--- src/fcn_pkg.sv ---
// Purpose: Shared constants for the fast-charge negotiator
// Assumes: 40 MHz clock; comparator levels arrive as digital pins
// Notes: Times in us, cycle counts derived from the clock rate
`default_nettype none
package fcn_pkg;
	localparam int CLK_HZ = 40_000_000;
	localparam int CYC_PER_US = CLK_HZ / 1_000_000;

	// Filter times (least times, exact multiples of the clock)
	localparam int DP_HIGH_FILTER_US = 1_250_000;
	localparam int DM_LOW_FILTER_US = 2_000;
	localparam int VCHG_FILTER_US = 40_000;
	localparam int CONT_FILTER_US = 100;
	localparam int PROBE_SETTLE_US = 1_000;
	localparam int LIMIT_TICK_US = 100;
	localparam int DP_HIGH_CYC = DP_HIGH_FILTER_US * CYC_PER_US;
	localparam int DM_LOW_CYC = DM_LOW_FILTER_US * CYC_PER_US;
	localparam int VCHG_CYC = VCHG_FILTER_US * CYC_PER_US;
	localparam int CONT_CYC = CONT_FILTER_US * CYC_PER_US;
	localparam int PROBE_CYC = PROBE_SETTLE_US * CYC_PER_US;
	localparam int LIMIT_TICK_CYC = LIMIT_TICK_US * CYC_PER_US;

	// Register indices (byte address = 4 * index)
	localparam logic [2:0] REG_CTRL = 3'h0;
	localparam logic [2:0] REG_STATUS = 3'h1;
	localparam logic [2:0] REG_IRQ_STATUS = 3'h2;
	localparam logic [2:0] REG_IRQ_CLEAR = 3'h3;
	localparam logic [2:0] REG_IRQ_ENABLE = 3'h4;
	localparam int CTRL_FC_EN_BIT = 0;
	localparam int CTRL_DIV_BIT = 1;
	localparam int CTRL_LIMIT_BIT = 2;
	localparam logic [2:0] CTRL_RESET = 3'h5;

	// Event bits
	localparam int EV_HANDSHAKE = 0;
	localparam int EV_GRANT = 1;
	localparam int EV_REFUSE = 2;
	localparam int EV_DETACH = 3;
	localparam int EV_TEMP_FAULT = 4;
	localparam int EV_LIMIT = 5;
	localparam int EV_W = 6;

	// Voltage in 200 mV steps from 5 V; 2 uA of sink per step
	localparam logic signed [7:0] STEP_DEFAULT = 8'sh00;
	localparam logic signed [7:0] STEP_MIN = -8'sh07;
	localparam logic signed [7:0] STEP_9V = 8'sh14;
	localparam logic signed [7:0] STEP_12V = 8'sh23;
	localparam logic signed [9:0] FB_MIN = -10'sh00e;
	localparam logic [7:0] BACKOFF_MAX = 8'h54;

	// Power limits
	localparam logic [12:0] I_LIMIT_MA = 13'hbb8;
	localparam logic [13:0] V_KNEE_MV = 14'h1770;
	localparam logic [26:0] P_LIMIT_UW = 27'h112_a880;

	typedef enum logic [1:0] {
		ST_PROBE = 2'b00,
		ST_DCP = 2'b01,
		ST_WAIT_DM = 2'b11,
		ST_FAST = 2'b10
	} neg_state_t;
endpackage : fcn_pkg
`default_nettype wire

--- src/usb_fast_charge_negotiator.sv ---
// Purpose: Fast-charge negotiation, feedback current and power limiting
// Assumes: Comparator outputs and straps are asynchronous pins;
//   current and voltage measurements come from logic on clk
// Notes: Feedback code is signed uA, positive sinks current
// Overview of operation
// - DP high must persist the DP-high filter time before acceptance.
// - DM low must persist about 2 ms to count as handshake.
// - Voltage codes stable 40 ms before use; step pulses filtered.
// - Feedback current is set in 1 uA steps, source or sink.
// - A granted 9 V output sinks 40 uA of feedback current.
// - At default 5 V the feedback current is zero unless the power limit backs it off.
// - Identify the standard, grant or refuse; refusals leave feedback unchanged.
// - For ordinary devices drive DP and DM to finish detection.
// - Below 6 V, hold output current at 3 A.
// - Above 6 V, hold current times voltage at 18 W.
// - Strap floating caps grants at 9 V; grounded allows 12 V.
// - Indicator on in fast-charge mode, off once it ends.
// - Probe pin 1 at start-up: sense mode or thermistor mode.
// - Thermistor fault above 1.5 V or between 0.1 and 0.5 V.
// - Thermistor mode disables the current-sensing protocol.
// - Default state shorts DP to DM as a charging port.
`timescale 1ns/1ps
`default_nettype none

module glitch_filter #(
	parameter int COUNT = 4
) (
	input wire logic clk,
	input wire logic sys_rst,
	input wire logic level,
	output logic qual_q,
	output logic hit_q
);
	localparam int W = $clog2(COUNT + 1);
	logic [W-1:0] cnt_q;

	always_ff @(posedge clk or posedge sys_rst)
	begin
		if (sys_rst)
		begin
			cnt_q <= '0;
			qual_q <= 1'b0;
			hit_q <= 1'b0;
		end
		else if (!level)
		begin
			cnt_q <= '0;
			qual_q <= 1'b0;
			hit_q <= 1'b0;
		end
		else if (cnt_q == W'(COUNT - 1))
		begin
			qual_q <= 1'b1;
			hit_q <= !qual_q;
		end
		else
		begin
			cnt_q <= cnt_q + 1'b1;
			hit_q <= 1'b0;
		end
	end
endmodule : glitch_filter

module usb_fast_charge_negotiator
	import fcn_pkg::*;
#(
	parameter int P_DP_HIGH_CYC = fcn_pkg::DP_HIGH_CYC,
	parameter int P_DM_LOW_CYC = fcn_pkg::DM_LOW_CYC,
	parameter int P_VCHG_CYC = fcn_pkg::VCHG_CYC,
	parameter int P_CONT_CYC = fcn_pkg::CONT_CYC,
	parameter int P_PROBE_CYC = fcn_pkg::PROBE_CYC,
	parameter int P_LIMIT_TICK_CYC = fcn_pkg::LIMIT_TICK_CYC
) (
	// Clock and reset
	input wire logic clk,
	input wire logic sys_rst,
	// Line comparators
	input wire logic dp_data_cmp,
	input wire logic dm_data_cmp,
	input wire logic dp_sel_cmp,
	input wire logic dm_sel_cmp,
	// Multiplexed pin comparators and strap
	input wire logic probe_low_cmp,
	input wire logic ntc_above_sc,
	input wire logic ntc_above_vh,
	input wire logic ntc_above_vl,
	input wire logic sel_strap_low,
	// Measurements
	input wire logic [12:0] meas_current_ma,
	input wire logic [13:0] meas_voltage_mv,
	// Line and pin drives
	output logic dcp_short_en,
	output logic div_level_en,
	output logic dm_pulldown_en,
	output logic probe_src_en,
	output logic sense_mode,
	output logic signed [7:0] feedback_current_output,
	output logic fast_charge_indicator,
	output logic temp_fault_flag,
	output logic irq,
	// Avalon-MM slave
	input wire logic [2:0] avs_address,
	input wire logic avs_read,
	input wire logic avs_write,
	input wire logic [31:0] avs_writedata,
	output logic [31:0] avs_readdata,
	output logic avs_waitrequest
);
	import fcn_pkg::*;

	localparam int NPIN = 9;
	localparam int VW = $clog2(P_VCHG_CYC + 1);
	localparam int LW = $clog2(P_LIMIT_TICK_CYC + 1);

	logic [NPIN-1:0] pin_raw;
	logic [NPIN-1:0] s1_q;
	logic [NPIN-1:0] s2_q;
	logic [NPIN-1:0] s3_q;
	logic [NPIN-1:0] pin_q;
	logic dp_data;
	logic dm_data;
	logic dp_sel;
	logic dm_sel;
	logic probe_low;
	logic strap_low;
	neg_state_t state_q;
	logic cont_q;
	logic strap_12v_q;
	logic signed [7:0] step_q;
	logic [7:0] backoff_q;
	logic limiting_q;
	logic [2:0] ctrl_q;
	logic [EV_W-1:0] ev_q;
	logic [EV_W-1:0] irq_status_q;
	logic [EV_W-1:0] irq_enable_q;
	logic [2:0] code_q;
	logic [VW-1:0] code_cnt_q;
	logic code_apply_q;
	logic [LW-1:0] tick_cnt_q;
	logic tick_q;
	logic dp_high_hit;
	logic dm_low_hit;
	logic detach_hit;
	logic up_hit;
	logic down_hit;
	logic probe_hit;
	logic bus_go;
	logic over_limit;
	logic temp_bad;
	logic signed [7:0] cap_step;
	logic signed [7:0] req_step;
	logic req_fixed;
	logic req_cont;
	logic signed [9:0] fb_raw;
	logic [26:0] power_uw;

	// Three-stage pin synchroniser; change taken once stages 2 and 3 agree
	assign pin_raw = {sel_strap_low, ntc_above_vl, ntc_above_vh,
		ntc_above_sc, probe_low_cmp, dm_sel_cmp, dp_sel_cmp,
		dm_data_cmp, dp_data_cmp};

	always_ff @(posedge clk or posedge sys_rst)
	begin
		if (sys_rst)
		begin
			s1_q <= '0;
			s2_q <= '0;
			s3_q <= '0;
			pin_q <= '0;
		end
		else
		begin
			s1_q <= pin_raw;
			s2_q <= s1_q;
			s3_q <= s2_q;
			for (int i = 0; i < NPIN; i++)
			begin
				if (s2_q[i] == s3_q[i])
					pin_q[i] <= s3_q[i];
			end
		end
	end

	assign dp_data = pin_q[0];
	assign dm_data = pin_q[1];
	assign dp_sel = pin_q[2];
	assign dm_sel = pin_q[3];
	assign probe_low = pin_q[4];
	assign strap_low = pin_q[8];

	glitch_filter #(.COUNT(P_DP_HIGH_CYC)) u_dp_high (
		.clk(clk),
		.sys_rst(sys_rst),
		.level(dp_data && state_q == ST_DCP && ctrl_q[CTRL_FC_EN_BIT]),
		.qual_q(),
		.hit_q(dp_high_hit)
	);

	glitch_filter #(.COUNT(P_DM_LOW_CYC)) u_dm_low (
		.clk(clk),
		.sys_rst(sys_rst),
		.level(!dm_data && state_q == ST_WAIT_DM),
		.qual_q(),
		.hit_q(dm_low_hit)
	);

	glitch_filter #(.COUNT(P_DM_LOW_CYC)) u_detach (
		.clk(clk),
		.sys_rst(sys_rst),
		.level(!dp_data && (state_q == ST_FAST || state_q == ST_WAIT_DM)),
		.qual_q(),
		.hit_q(detach_hit)
	);

	glitch_filter #(.COUNT(P_CONT_CYC)) u_up (
		.clk(clk),
		.sys_rst(sys_rst),
		.level(cont_q && dp_sel),
		.qual_q(),
		.hit_q(up_hit)
	);

	glitch_filter #(.COUNT(P_CONT_CYC)) u_down (
		.clk(clk),
		.sys_rst(sys_rst),
		.level(cont_q && !dm_sel),
		.qual_q(),
		.hit_q(down_hit)
	);

	glitch_filter #(.COUNT(P_PROBE_CYC)) u_probe (
		.clk(clk),
		.sys_rst(sys_rst),
		.level(state_q == ST_PROBE),
		.qual_q(),
		.hit_q(probe_hit)
	);

	// code must stay unchanged for the full window
	always_ff @(posedge clk or posedge sys_rst)
	begin
		if (sys_rst)
		begin
			code_q <= '0;
			code_cnt_q <= '0;
			code_apply_q <= 1'b0;
		end
		else
		begin
			code_q <= {dp_sel, dm_sel, dm_data};
			code_apply_q <= 1'b0;
			if (state_q != ST_FAST || code_q != {dp_sel, dm_sel, dm_data})
				code_cnt_q <= '0;
			else if (code_cnt_q == VW'(P_VCHG_CYC - 1))
			begin
				code_cnt_q <= code_cnt_q + 1'b1;
				code_apply_q <= 1'b1;
			end
			else if (code_cnt_q != VW'(P_VCHG_CYC))
				code_cnt_q <= code_cnt_q + 1'b1;
		end
	end

	// decode of the stable line code
	always_comb
	begin
		req_step = STEP_DEFAULT;
		req_fixed = 1'b0;
		req_cont = 1'b0;
		unique case (code_q)
			3'b000:
			begin
				req_fixed = 1'b1;
			end
			3'b101:
			begin
				req_fixed = 1'b1;
				req_step = STEP_9V;
			end
			3'b001:
			begin
				req_fixed = 1'b1;
				req_step = STEP_12V;
			end
			3'b011:
				req_cont = 1'b1;
			default:
				req_fixed = 1'b0;
		endcase
	end

	assign cap_step = strap_12v_q ? STEP_12V : STEP_9V;

	// Negotiation sequence
	always_ff @(posedge clk or posedge sys_rst)
	begin
		if (sys_rst)
		begin
			state_q <= ST_PROBE;
			step_q <= STEP_DEFAULT;
			cont_q <= 1'b0;
			sense_mode <= 1'b0;
			strap_12v_q <= 1'b0;
			ev_q <= '0;
		end
		else
		begin
			ev_q <= '0;
			ev_q[EV_TEMP_FAULT] <= temp_bad && !temp_fault_flag;
			ev_q[EV_LIMIT] <= over_limit && !limiting_q;
			unique case (state_q)
				ST_PROBE:
				begin
					if (probe_hit)
					begin
						sense_mode <= probe_low;
						strap_12v_q <= strap_low;
						state_q <= ST_DCP;
					end
				end
				ST_DCP:
				begin
					if (dp_high_hit)
						state_q <= ST_WAIT_DM;
				end
				ST_WAIT_DM:
				begin
					if (detach_hit)
					begin
						state_q <= ST_DCP;
						ev_q[EV_DETACH] <= 1'b1;
					end
					else if (dm_low_hit)
					begin
						state_q <= ST_FAST;
						ev_q[EV_HANDSHAKE] <= 1'b1;
					end
				end
				ST_FAST:
				begin
					if (detach_hit || !ctrl_q[CTRL_FC_EN_BIT])
					begin
						state_q <= ST_DCP;
						step_q <= STEP_DEFAULT;
						cont_q <= 1'b0;
						ev_q[EV_DETACH] <= 1'b1;
					end
					else if (code_apply_q)
					begin
						if (req_cont && sense_mode)
						begin
							cont_q <= 1'b1;
							ev_q[EV_GRANT] <= 1'b1;
						end
						else if (req_fixed && req_step <= cap_step)
						begin
							cont_q <= 1'b0;
							step_q <= req_step;
							ev_q[EV_GRANT] <= 1'b1;
						end
						else
							ev_q[EV_REFUSE] <= 1'b1;
					end
					else if (up_hit)
					begin
						if (step_q < cap_step)
						begin
							step_q <= step_q + 8'sh01;
							ev_q[EV_GRANT] <= 1'b1;
						end
						else
							ev_q[EV_REFUSE] <= 1'b1;
					end
					else if (down_hit)
					begin
						if (step_q > STEP_MIN)
						begin
							step_q <= step_q - 8'sh01;
							ev_q[EV_GRANT] <= 1'b1;
						end
						else
							ev_q[EV_REFUSE] <= 1'b1;
					end
				end
			endcase
		end
	end

	assign power_uw = {14'h0000, meas_current_ma} * {13'h0000, meas_voltage_mv};
	assign over_limit = sense_mode && ctrl_q[CTRL_LIMIT_BIT]
		&& ((meas_voltage_mv < V_KNEE_MV && meas_current_ma > I_LIMIT_MA)
		|| (meas_voltage_mv >= V_KNEE_MV && power_uw > P_LIMIT_UW));

	// Slow tick keeps the loop from fighting the regulator
	always_ff @(posedge clk or posedge sys_rst)
	begin
		if (sys_rst)
		begin
			tick_cnt_q <= '0;
			tick_q <= 1'b0;
		end
		else if (tick_cnt_q == LW'(P_LIMIT_TICK_CYC - 1))
		begin
			tick_cnt_q <= '0;
			tick_q <= 1'b1;
		end
		else
		begin
			tick_cnt_q <= tick_cnt_q + 1'b1;
			tick_q <= 1'b0;
		end
	end

	// back off 1 uA per tick while over
	always_ff @(posedge clk or posedge sys_rst)
	begin
		if (sys_rst)
		begin
			backoff_q <= '0;
			limiting_q <= 1'b0;
		end
		else
		begin
			limiting_q <= over_limit;
			if (state_q != ST_FAST)
				backoff_q <= '0;
			else if (tick_q && over_limit && backoff_q != BACKOFF_MAX)
				backoff_q <= backoff_q + 8'h01;
			else if (tick_q && !over_limit && backoff_q != 8'h00)
				backoff_q <= backoff_q - 8'h01;
		end
	end

	// 1 uA resolution, sign selects source or sink
	// step 20 gives 40 uA sink
	assign fb_raw = {step_q[7], step_q, 1'b0} - {2'b00, backoff_q};

	// zero at default unless a limit acts
	always_ff @(posedge clk or posedge sys_rst)
	begin
		if (sys_rst)
			feedback_current_output <= 8'sh00;
		else if (state_q != ST_FAST)
			feedback_current_output <= 8'sh00;
		else if (fb_raw < FB_MIN)
			feedback_current_output <= FB_MIN[7:0];
		else
			feedback_current_output <= fb_raw[7:0];
	end

	// window test on the thermistor comparators
	assign temp_bad = !sense_mode && state_q != ST_PROBE
		&& (pin_q[7] || (pin_q[5] && !pin_q[6]));

	// Line drives and indicator
	always_ff @(posedge clk or posedge sys_rst)
	begin
		if (sys_rst)
		begin
			dcp_short_en <= 1'b1;
			div_level_en <= 1'b0;
			dm_pulldown_en <= 1'b0;
			probe_src_en <= 1'b1;
			fast_charge_indicator <= 1'b0;
			temp_fault_flag <= 1'b0;
		end
		else
		begin
			dcp_short_en <= (state_q == ST_PROBE || state_q == ST_DCP)
				&& !ctrl_q[CTRL_DIV_BIT];
			div_level_en <= state_q == ST_DCP && ctrl_q[CTRL_DIV_BIT];
			dm_pulldown_en <= state_q == ST_WAIT_DM || state_q == ST_FAST;
			probe_src_en <= state_q == ST_PROBE;
			fast_charge_indicator <= state_q == ST_FAST;
			temp_fault_flag <= temp_bad;
		end
	end

	// Avalon slave: one wait cycle, then the access completes
	assign bus_go = (avs_read || avs_write) && avs_waitrequest;

	always_ff @(posedge clk or posedge sys_rst)
	begin
		if (sys_rst)
		begin
			avs_waitrequest <= 1'b1;
			avs_readdata <= '0;
		end
		else if (bus_go)
		begin
			avs_waitrequest <= 1'b0;
			avs_readdata <= '0;
			if (avs_read)
			begin
				unique case (avs_address)
					REG_CTRL:
						avs_readdata <= {29'h0, ctrl_q};
					REG_STATUS:
						avs_readdata <= {8'h00, step_q, feedback_current_output,
							1'b0, limiting_q, cont_q, temp_fault_flag,
							strap_12v_q, sense_mode, state_q};
					REG_IRQ_STATUS:
						avs_readdata <= {26'h0, irq_status_q};
					REG_IRQ_ENABLE:
						avs_readdata <= {26'h0, irq_enable_q};
					default:
						avs_readdata <= '0;
				endcase
			end
		end
		else
			avs_waitrequest <= 1'b1;
	end

	// Writes land on the edge that completes the access
	always_ff @(posedge clk or posedge sys_rst)
	begin
		if (sys_rst)
		begin
			ctrl_q <= CTRL_RESET;
			irq_enable_q <= '0;
		end
		else if (avs_write && !avs_waitrequest)
		begin
			if (avs_address == REG_CTRL)
				ctrl_q <= avs_writedata[2:0];
			if (avs_address == REG_IRQ_ENABLE)
				irq_enable_q <= avs_writedata[EV_W-1:0];
		end
	end

	// Sticky events; a new event beats a simultaneous clear
	always_ff @(posedge clk or posedge sys_rst)
	begin
		if (sys_rst)
		begin
			irq_status_q <= '0;
			irq <= 1'b0;
		end
		else
		begin
			if (avs_write && !avs_waitrequest && avs_address == REG_IRQ_CLEAR)
				irq_status_q <= (irq_status_q & ~avs_writedata[EV_W-1:0])
					| ev_q;
			else
				irq_status_q <= irq_status_q | ev_q;
			irq <= |(irq_status_q & irq_enable_q);
		end
	end
endmodule : usb_fast_charge_negotiator

`default_nettype wire

--- config.mk ---
export PLATFORM = sky130hd
export DESIGN_NAME = usb_fast_charge_negotiator
export DESIGN_NICKNAME = d
export VERILOG_FILES = /design/src/fcn_pkg.sv /design/src/usb_fast_charge_negotiator.sv
export SDC_FILE = /design/constraint.sdc
export NUM_CORES = 1
export LEC_CHECK = 0
export BUFFER_PORTS_ARGS = -buffer_cell sky130_fd_sc_hd__buf_2
export CAP_MARGIN = 40
export CORE_ASPECT_RATIO = 0.6
export CORE_MARGIN = 1
export CORE_UTILIZATION = 36
export DETAILED_ROUTE_END_ITERATION = 16
export PLACE_DENSITY_LB_ADDON = 0.2
export SLEW_MARGIN = 25
export SYNTH_ARGS = -nofsm -noshare
export SYNTH_HDL_FRONTEND = slang
export SYNTH_SLANG_ARGS = --single-unit
--- constraint.sdc ---
create_clock -name clk -period 29.4 [get_ports clk]
set_clock_uncertainty 0.05 [all_clocks]
set_input_delay 8.82 -clock clk [delete_from_list [all_inputs] [get_ports clk]]
set_output_delay 8.82 -clock clk [all_outputs]
set_load 0.05 [all_outputs]
Yosys cells after proc, flatten, opt, wreduce, memory -nomap -nowiden --
Index checks and enable logic that the tools add are counted. W data, S select, Z words.
Word-level totals: register bits after elaboration 277, input port bits 75
Operators by class: order comparisons 8, add/subtract/negate cells 13, multiply operators 1, multiplexer cells 93, eq/ne operators 50, bitwise logic cells 5, reduce and logical (&&, ||, !) cells 69
Operator list (number):
- $mux W8 | 13
- $pmux W24 S4 | 1
- $mux W17 | 4
- $mux W21 | 3
- $mux W12 | 5
- $mux W26 | 2
- $mux W1 | 47
- $add A12 B1 Y12 const B | 3
- $eq A12 B12 Y1 const B | 3
- $add A17 B1 Y17 const B | 2
- $eq A17 B17 Y1 const B | 2
- $mux W16 | 2
- $ne A2 B2 Y1 const B | 15
- $gt A27 B25 Y1 const B | 1
- $mul A13 B14 Y27 | 1
- $add A26 B1 Y26 const B | 1
- $eq A26 B26 Y1 const B | 1
- $logic_and A1 B1 Y1 | 26
- $mux W24 | 1
- $add A21 B1 Y21 const B | 1
- $eq A21 B21 Y1 const B | 1
- $ne A21 B21 Y1 const B | 1
- $mux W2 | 10
- $logic_not A1 Y1 | 17
- 46 further kinds | 76

Logic depth before layout (Yosys ltp) --
word-level depth 11, depth in mapped cells 35, gate-level depth less buffers 33

By module --
From an unflattened synthesis, not the netlist that was laid out.
Unflattened totals: cells, all modules 2043, area, all modules 19476.2 µm²
By module, submodules not included:
- usb_fast_charge_negotiator | area each 13609.3 µm², cells an instance 1452, times used 1
- glitch_filter at u_detach ... | area each 985.9 µm², cells an instance 97, times used 2
- glitch_filter at u_dp_high | area each 1487.7 µm², cells an instance 147, times used 1
- glitch_filter at u_down ... | area each 725.7 µm², cells an instance 77, times used 2
- glitch_filter at u_probe | area each 955.9 µm², cells an instance 96, times used 1

Worst setup path after synthesis --
OpenSTA, ideal clock, no wires.
kind input to register, from in meas_current_ma[9], to reg backoff_q[7], stages on the path 32, path buffers 2, data arrival time 15.787 ns, setup slack 13.442 ns, setup time 0.122 ns, cell sequence clkbuf_1 nand2_1 fa_1 inv_1 fa_1 fa_1 fa_1 inv_1 fa_1 inv_1 ha_1 buf_4 a21o_1 a311oi_2 or3b_1 nand3_2 a311oi_2 xor2_1 a311oi_2 nor2_4 inv_2 nand3_1 ha_1 a21o_1 a21oi_1 o21bai_1 a21oi_1 o21bai_1 a21oi_1 and2_1 mux2i_1 a32o_1
On the way: word-level cells in the longest chain between the ends 9, elaborated cells on any way between the ends 15
RTL lines:
- start, declared | line usb_fast_charge_negotiator.sv:89 | input wire logic [12:0] meas_current_ma,
- $mul A13 B14 Y27 | line usb_fast_charge_negotiator.sv:389 | assign power_uw = {14'h0000, meas_current_ma} * {13'h0000, meas_voltage_mv};
- $gt A27 B25 Y1 | line usb_fast_charge_negotiator.sv:392 | || (meas_voltage_mv >= V_KNEE_MV && power_uw > P_LIMIT_UW));
- $logic_and A1 B1 Y1 | line usb_fast_charge_negotiator.sv:392
- $logic_or A1 B1 Y1 (*) | line usb_fast_charge_negotiator.sv:392
- $logic_and A1 B1 Y1 (*) | line usb_fast_charge_negotiator.sv:391 | && ((meas_voltage_mv < V_KNEE_MV && meas_current_ma > I_LIMIT_MA)
- via over_limit | line usb_fast_charge_negotiator.sv:148 | logic over_limit;
- $logic_and A1 B1 Y1 / $logic_not A1 Y1 (equally long branches) | line usb_fast_charge_negotiator.sv:427, usb_fast_charge_negotiator.sv:429
- $logic_and A1 B1 Y1, on equally long branches | line usb_fast_charge_negotiator.sv:427, usb_fast_charge_negotiator.sv:429
- $mux W8 / $logic_and A1 B1 Y1 (equally long branches) | line usb_fast_charge_negotiator.sv:427, usb_fast_charge_negotiator.sv:429
- $mux W8 / $reduce_bool A3 Y1 (equally long branches)
- end signal, assigned | line usb_fast_charge_negotiator.sv:428 | backoff_q <= backoff_q + 8'h01;
- end signal, assigned | line usb_fast_charge_negotiator.sv:430 | backoff_q <= backoff_q - 8'h01;
- end, declared | line usb_fast_charge_negotiator.sv:130 | logic [7:0] backoff_q;
Mark *: on every way through the listed nets, which the timed path passes. The rest lies on a longest branch. A chain may end at the register's enable or synchronous reset.

Worst setup path after layout --
from in meas_voltage_mv[3], to reg backoff_q[7]
On the way: word-level cells in the longest chain between the ends 9, elaborated cells on any way between the ends 16
RTL lines:
- start, declared | line usb_fast_charge_negotiator.sv:90 | input wire logic [13:0] meas_voltage_mv,
- $mul A13 B14 Y27 | line usb_fast_charge_negotiator.sv:389
- $gt A27 B25 Y1 | line usb_fast_charge_negotiator.sv:392
- $logic_and A1 B1 Y1 | line usb_fast_charge_negotiator.sv:392
- $logic_or A1 B1 Y1 (*) | line usb_fast_charge_negotiator.sv:392
- $logic_and A1 B1 Y1 (*) | line usb_fast_charge_negotiator.sv:391
- via over_limit | line usb_fast_charge_negotiator.sv:148
- $logic_and A1 B1 Y1 / $logic_not A1 Y1 (equally long branches) | line usb_fast_charge_negotiator.sv:427, usb_fast_charge_negotiator.sv:429
- $logic_and A1 B1 Y1, on equally long branches | line usb_fast_charge_negotiator.sv:427, usb_fast_charge_negotiator.sv:429
- $mux W8 / $logic_and A1 B1 Y1 (equally long branches) | line usb_fast_charge_negotiator.sv:427, usb_fast_charge_negotiator.sv:429
- $mux W8 / $reduce_bool A3 Y1 (equally long branches)
Marked as above.

==> flow_summary_export.csv <==
group,metric,value,unit
timing,setup-violations-final,0,
cts,cts_hold_buf,0,
floorplan,ios,124,
route,drt_wl_total,43700,µm
synthesis,synthTopCellsByArea,"dfrtp_1, fa_1, ha_1, inv_1, nand2_1",
timing,max_freq,60.3,MHz
synthesis,yosysMostFrequentCell,"dfrtp_1",
floorplan,core.rowCount,64,
critical_path,worst_ep_required_time,29790,ps
finish,multiInputGateArea,0.0109,mm²
synthesis,synth_commonest_cells,"dfrtp_1, inv_1, nand2_1",
run_status,status,"completed",
route,route.detailed.drc,0,
floorplan,die_y,179,µm
floorplan,core-area,0.0513,mm²
timing,tns,0,ps
critical_path,cpMostUsedCell,"fa_1",
timing,fin_crit,16570,ps
floorplan,initial_utilization,36.8,%
global_route,grt_max_degree,96,
critical_path,path_max_fanout,13,
power,p_per_area,75.3,mW/mm²
placement,pre_cts_slack,12320,ps
synthesis,ys.flop_type,"dfrtp_1",
power,p_leak,9.83,nW
cts,numCtsBuffers,25,
critical_path,worst_setup_path_end_kind,"register",
critical_path,criticalPathCategory,"in2reg",
placement,port_buffers,88,
timing,hold_violations,0,
synthesis,avgSynthCellArea,9.54,µm²
route,detail-route-antenna-nets,0,
finish,areaGrowthSynthToFinish,10.6,%
synthesis,ys_seq_elements,268,
power,peakVddDrop,0.0712,mV
timing,slew_violations,0,
synthesis,synth_edf_count,0,
placement,hpwl,33000,µm
placement,gp_congestion,0.834,
global_route,antenna_found_initial,2,
hold_path,hp-class,"reg2reg",
route,routed_via_density,5.01,
timing,fin_crit_sh,56.4,%
finish,antennaDiodeCount,0,
finish,fillers,5084,
cts,cts_tree,"yes",
run,cap_violations,0,
synthesis,async_flop_share,100,%
finish,seq_area,0.00671,mm²
synthesis,netlist_instances,1978,
floorplan,dieArea,0.0534,mm²
cts,clock_sinks,268,
timing,max_slew_margin,47.1,%
global_route,grt_pass1_wl,73200,µm
cts,clk_pin_slew,70,ps
route,drt-initial-drc-count,959,
route,via_count,13800,
power,power,1.57,mW
synthesis,ys_types,75,
finish,drive_above_1_share,8.85,%
global_route,grt_overflow,0,
cts,h-tree-depth,1,
finish,finalNetCount,2353,
cts,clock_latency,550,ps
synthesis,yosysTopAreaCellShare,34.9,%
synthesis,synth-warning-count,0,
critical_path,cp.arrival,16960,ps
cts,cts_buffer_depth,3,
route,firstDrtPassIters,6,
timing,rsz0062_at_grt,"false",
synthesis,netlist_area,0.0189,mm²
critical_path,cp_slowest_stage_delay,590,ps
synthesis,synth_area_leader_cell,"dfrtp_1",
cts,cts_setup_buffers,0,
critical_path,start_kind,"input port",
timing,worst_pin_slew,787,ps
cts,cts_root_buf,"clkbuf_16",
global_route,grtUsageTotal,16.9,%
global_route,grt_pass1_vias,13500,
floorplan,die_x,298,µm
critical_path,cp_slowest_cell,"fa_1",
cts,cts_resized,0,
timing,setup_slack,12830,ps
synthesis,synth-seq-area-share,35.6,%
route,post_drt_wl_per_cell,15.9,µm
## cells in the final DEF (no fill, tap or decap), types with 14 or more instances in the layout
cell / n
inv_1: 236
and3_1: 27
o21ai_0: 47
nand4_1: 42
a22o_1: 25
a21o_1: 26
xor2_1: 73
nor2_1: 175
nor3_1: 33
nand3_1: 65
nand2b_1: 15
fa_1: 135
nand2_1: 180
or3_1: 14
clkbuf_16: 25
a21oi_1: 76
dfrtp_1: 263
and2_1: 89
mux2_2: 14
ha_1: 106
o21bai_1: 14
buf_2: 89
xnor2_1: 55
## critical path, delay by kind of cell
kind	cells	cell delay, ps
adders and majority gates	7	3480
AOI/OAI and AO/OA	12	2770
and+or+nand+nor	5	1040
buffers and inverters	6	590
xor gates and xnor gates	1	190
muxes	1	60
## sequential cells by signal, indices dropped and copies added, names as in the netlist, 3 cells and up
signal and cells:
ctrl_q 3, pin_q 9, u_down.cnt_q 12, irq_enable_q 6, u_up.cnt_q 12, s3_q 9, backoff_q 8, code_q 3
ev_q 6, u_dp_high.cnt_q 26, u_detach.cnt_q 17, s2_q 9, feedback_current_output 8, code_cnt_q 21, irq_status_q 6, s1_q 9
step_q 8, avs_readdata 23, u_probe.cnt_q 16, u_dm_low.cnt_q 17, tick_cnt_q 12
## stage by stage
stage / area [µm²] / utilization, % / hold slack (ps) / instances
after floorplan: 18900 / - / 281 / 1986
after global placement: 19900 / 38.8 / 284 / 2696
after detailed placement: 20000 / 38.9 / 285 / 2700
after CTS: 20800 / 40.6 / 302 / 2746
after global routing: 20900 / 40.7 / 318 / 2749
final: 20900 / 40.7 / 303 / 2749
## final timing paths
check	start	cells past startpoint	slack [ps]	end
setup / recovery	meas_voltage_mv[3]	32	12830	backoff_q[7]
min in group asynchronous	sys_rst	2	8200	u_dm_low.cnt_q[13]
setup reg to reg	sense_mode	16	25360	backoff_q[7]
hold / removal	s1_q[4]	0	300	s2_q[4]
hold reg to reg	s1_q[4]	0	300	s2_q[4]
max in group asynchronous	sys_rst	6	18980	avs_readdata[11]
## area by class of cell
type | instances | share of cell area, %
Tap cell | 693 | 4.15
Timing Repair Buffer | 101 | 2.80
Clock inverter | 15 | 0.845
Clock buffer | 31 | 3.25
Inverter | 239 | 4.33
Sequential cell | 268 | 32.2
Multi-Input combinational cell | 1402 | 52.5
## cell families (layout without fill, tap and decap cells)
group | count (synthesis) | count (layout) | synth area share [%]
flops | 268 | 268 | 35.6
compound gates | 284 | 284 | 10.1
buf+inv | 316 | 386 | 6.60
mux | 27 | 27 | 1.52
other cells | 1 | 9 | 0.0199
fa+ha+maj | 250 | 250 | 21.8
simple gates | 704 | 704 | 18.4
xor+xnor | 128 | 128 | 5.94
## report_power, final
group | leakage, nW | switching, mW | internal [mW] | total (mW)
clock network | 0.417 | 0.150 | 0.192 | 0.342
logic | 5.81 | 0.518 | 0.327 | 0.845
registers | 3.60 | 0.00739 | 0.378 | 0.385
total | 9.83 | 0.675 | 0.897 | 1.57
## per-layer routing
layer / vias up / routed length [µm] / global-route usage [%] / part of all wire (%)
met4: 0 / 614 / 2.81 / 1.4
met5: - / 0 / 0 / 0
met3: 56 / 2260 / 3.10 / 5.2
met1: 6774 / 24200 / 27.7 / 55
li1: 6679 / - / - / -
met2: 275 / 16600 / 22.5 / 38
(Power assumes the default switching activity.)
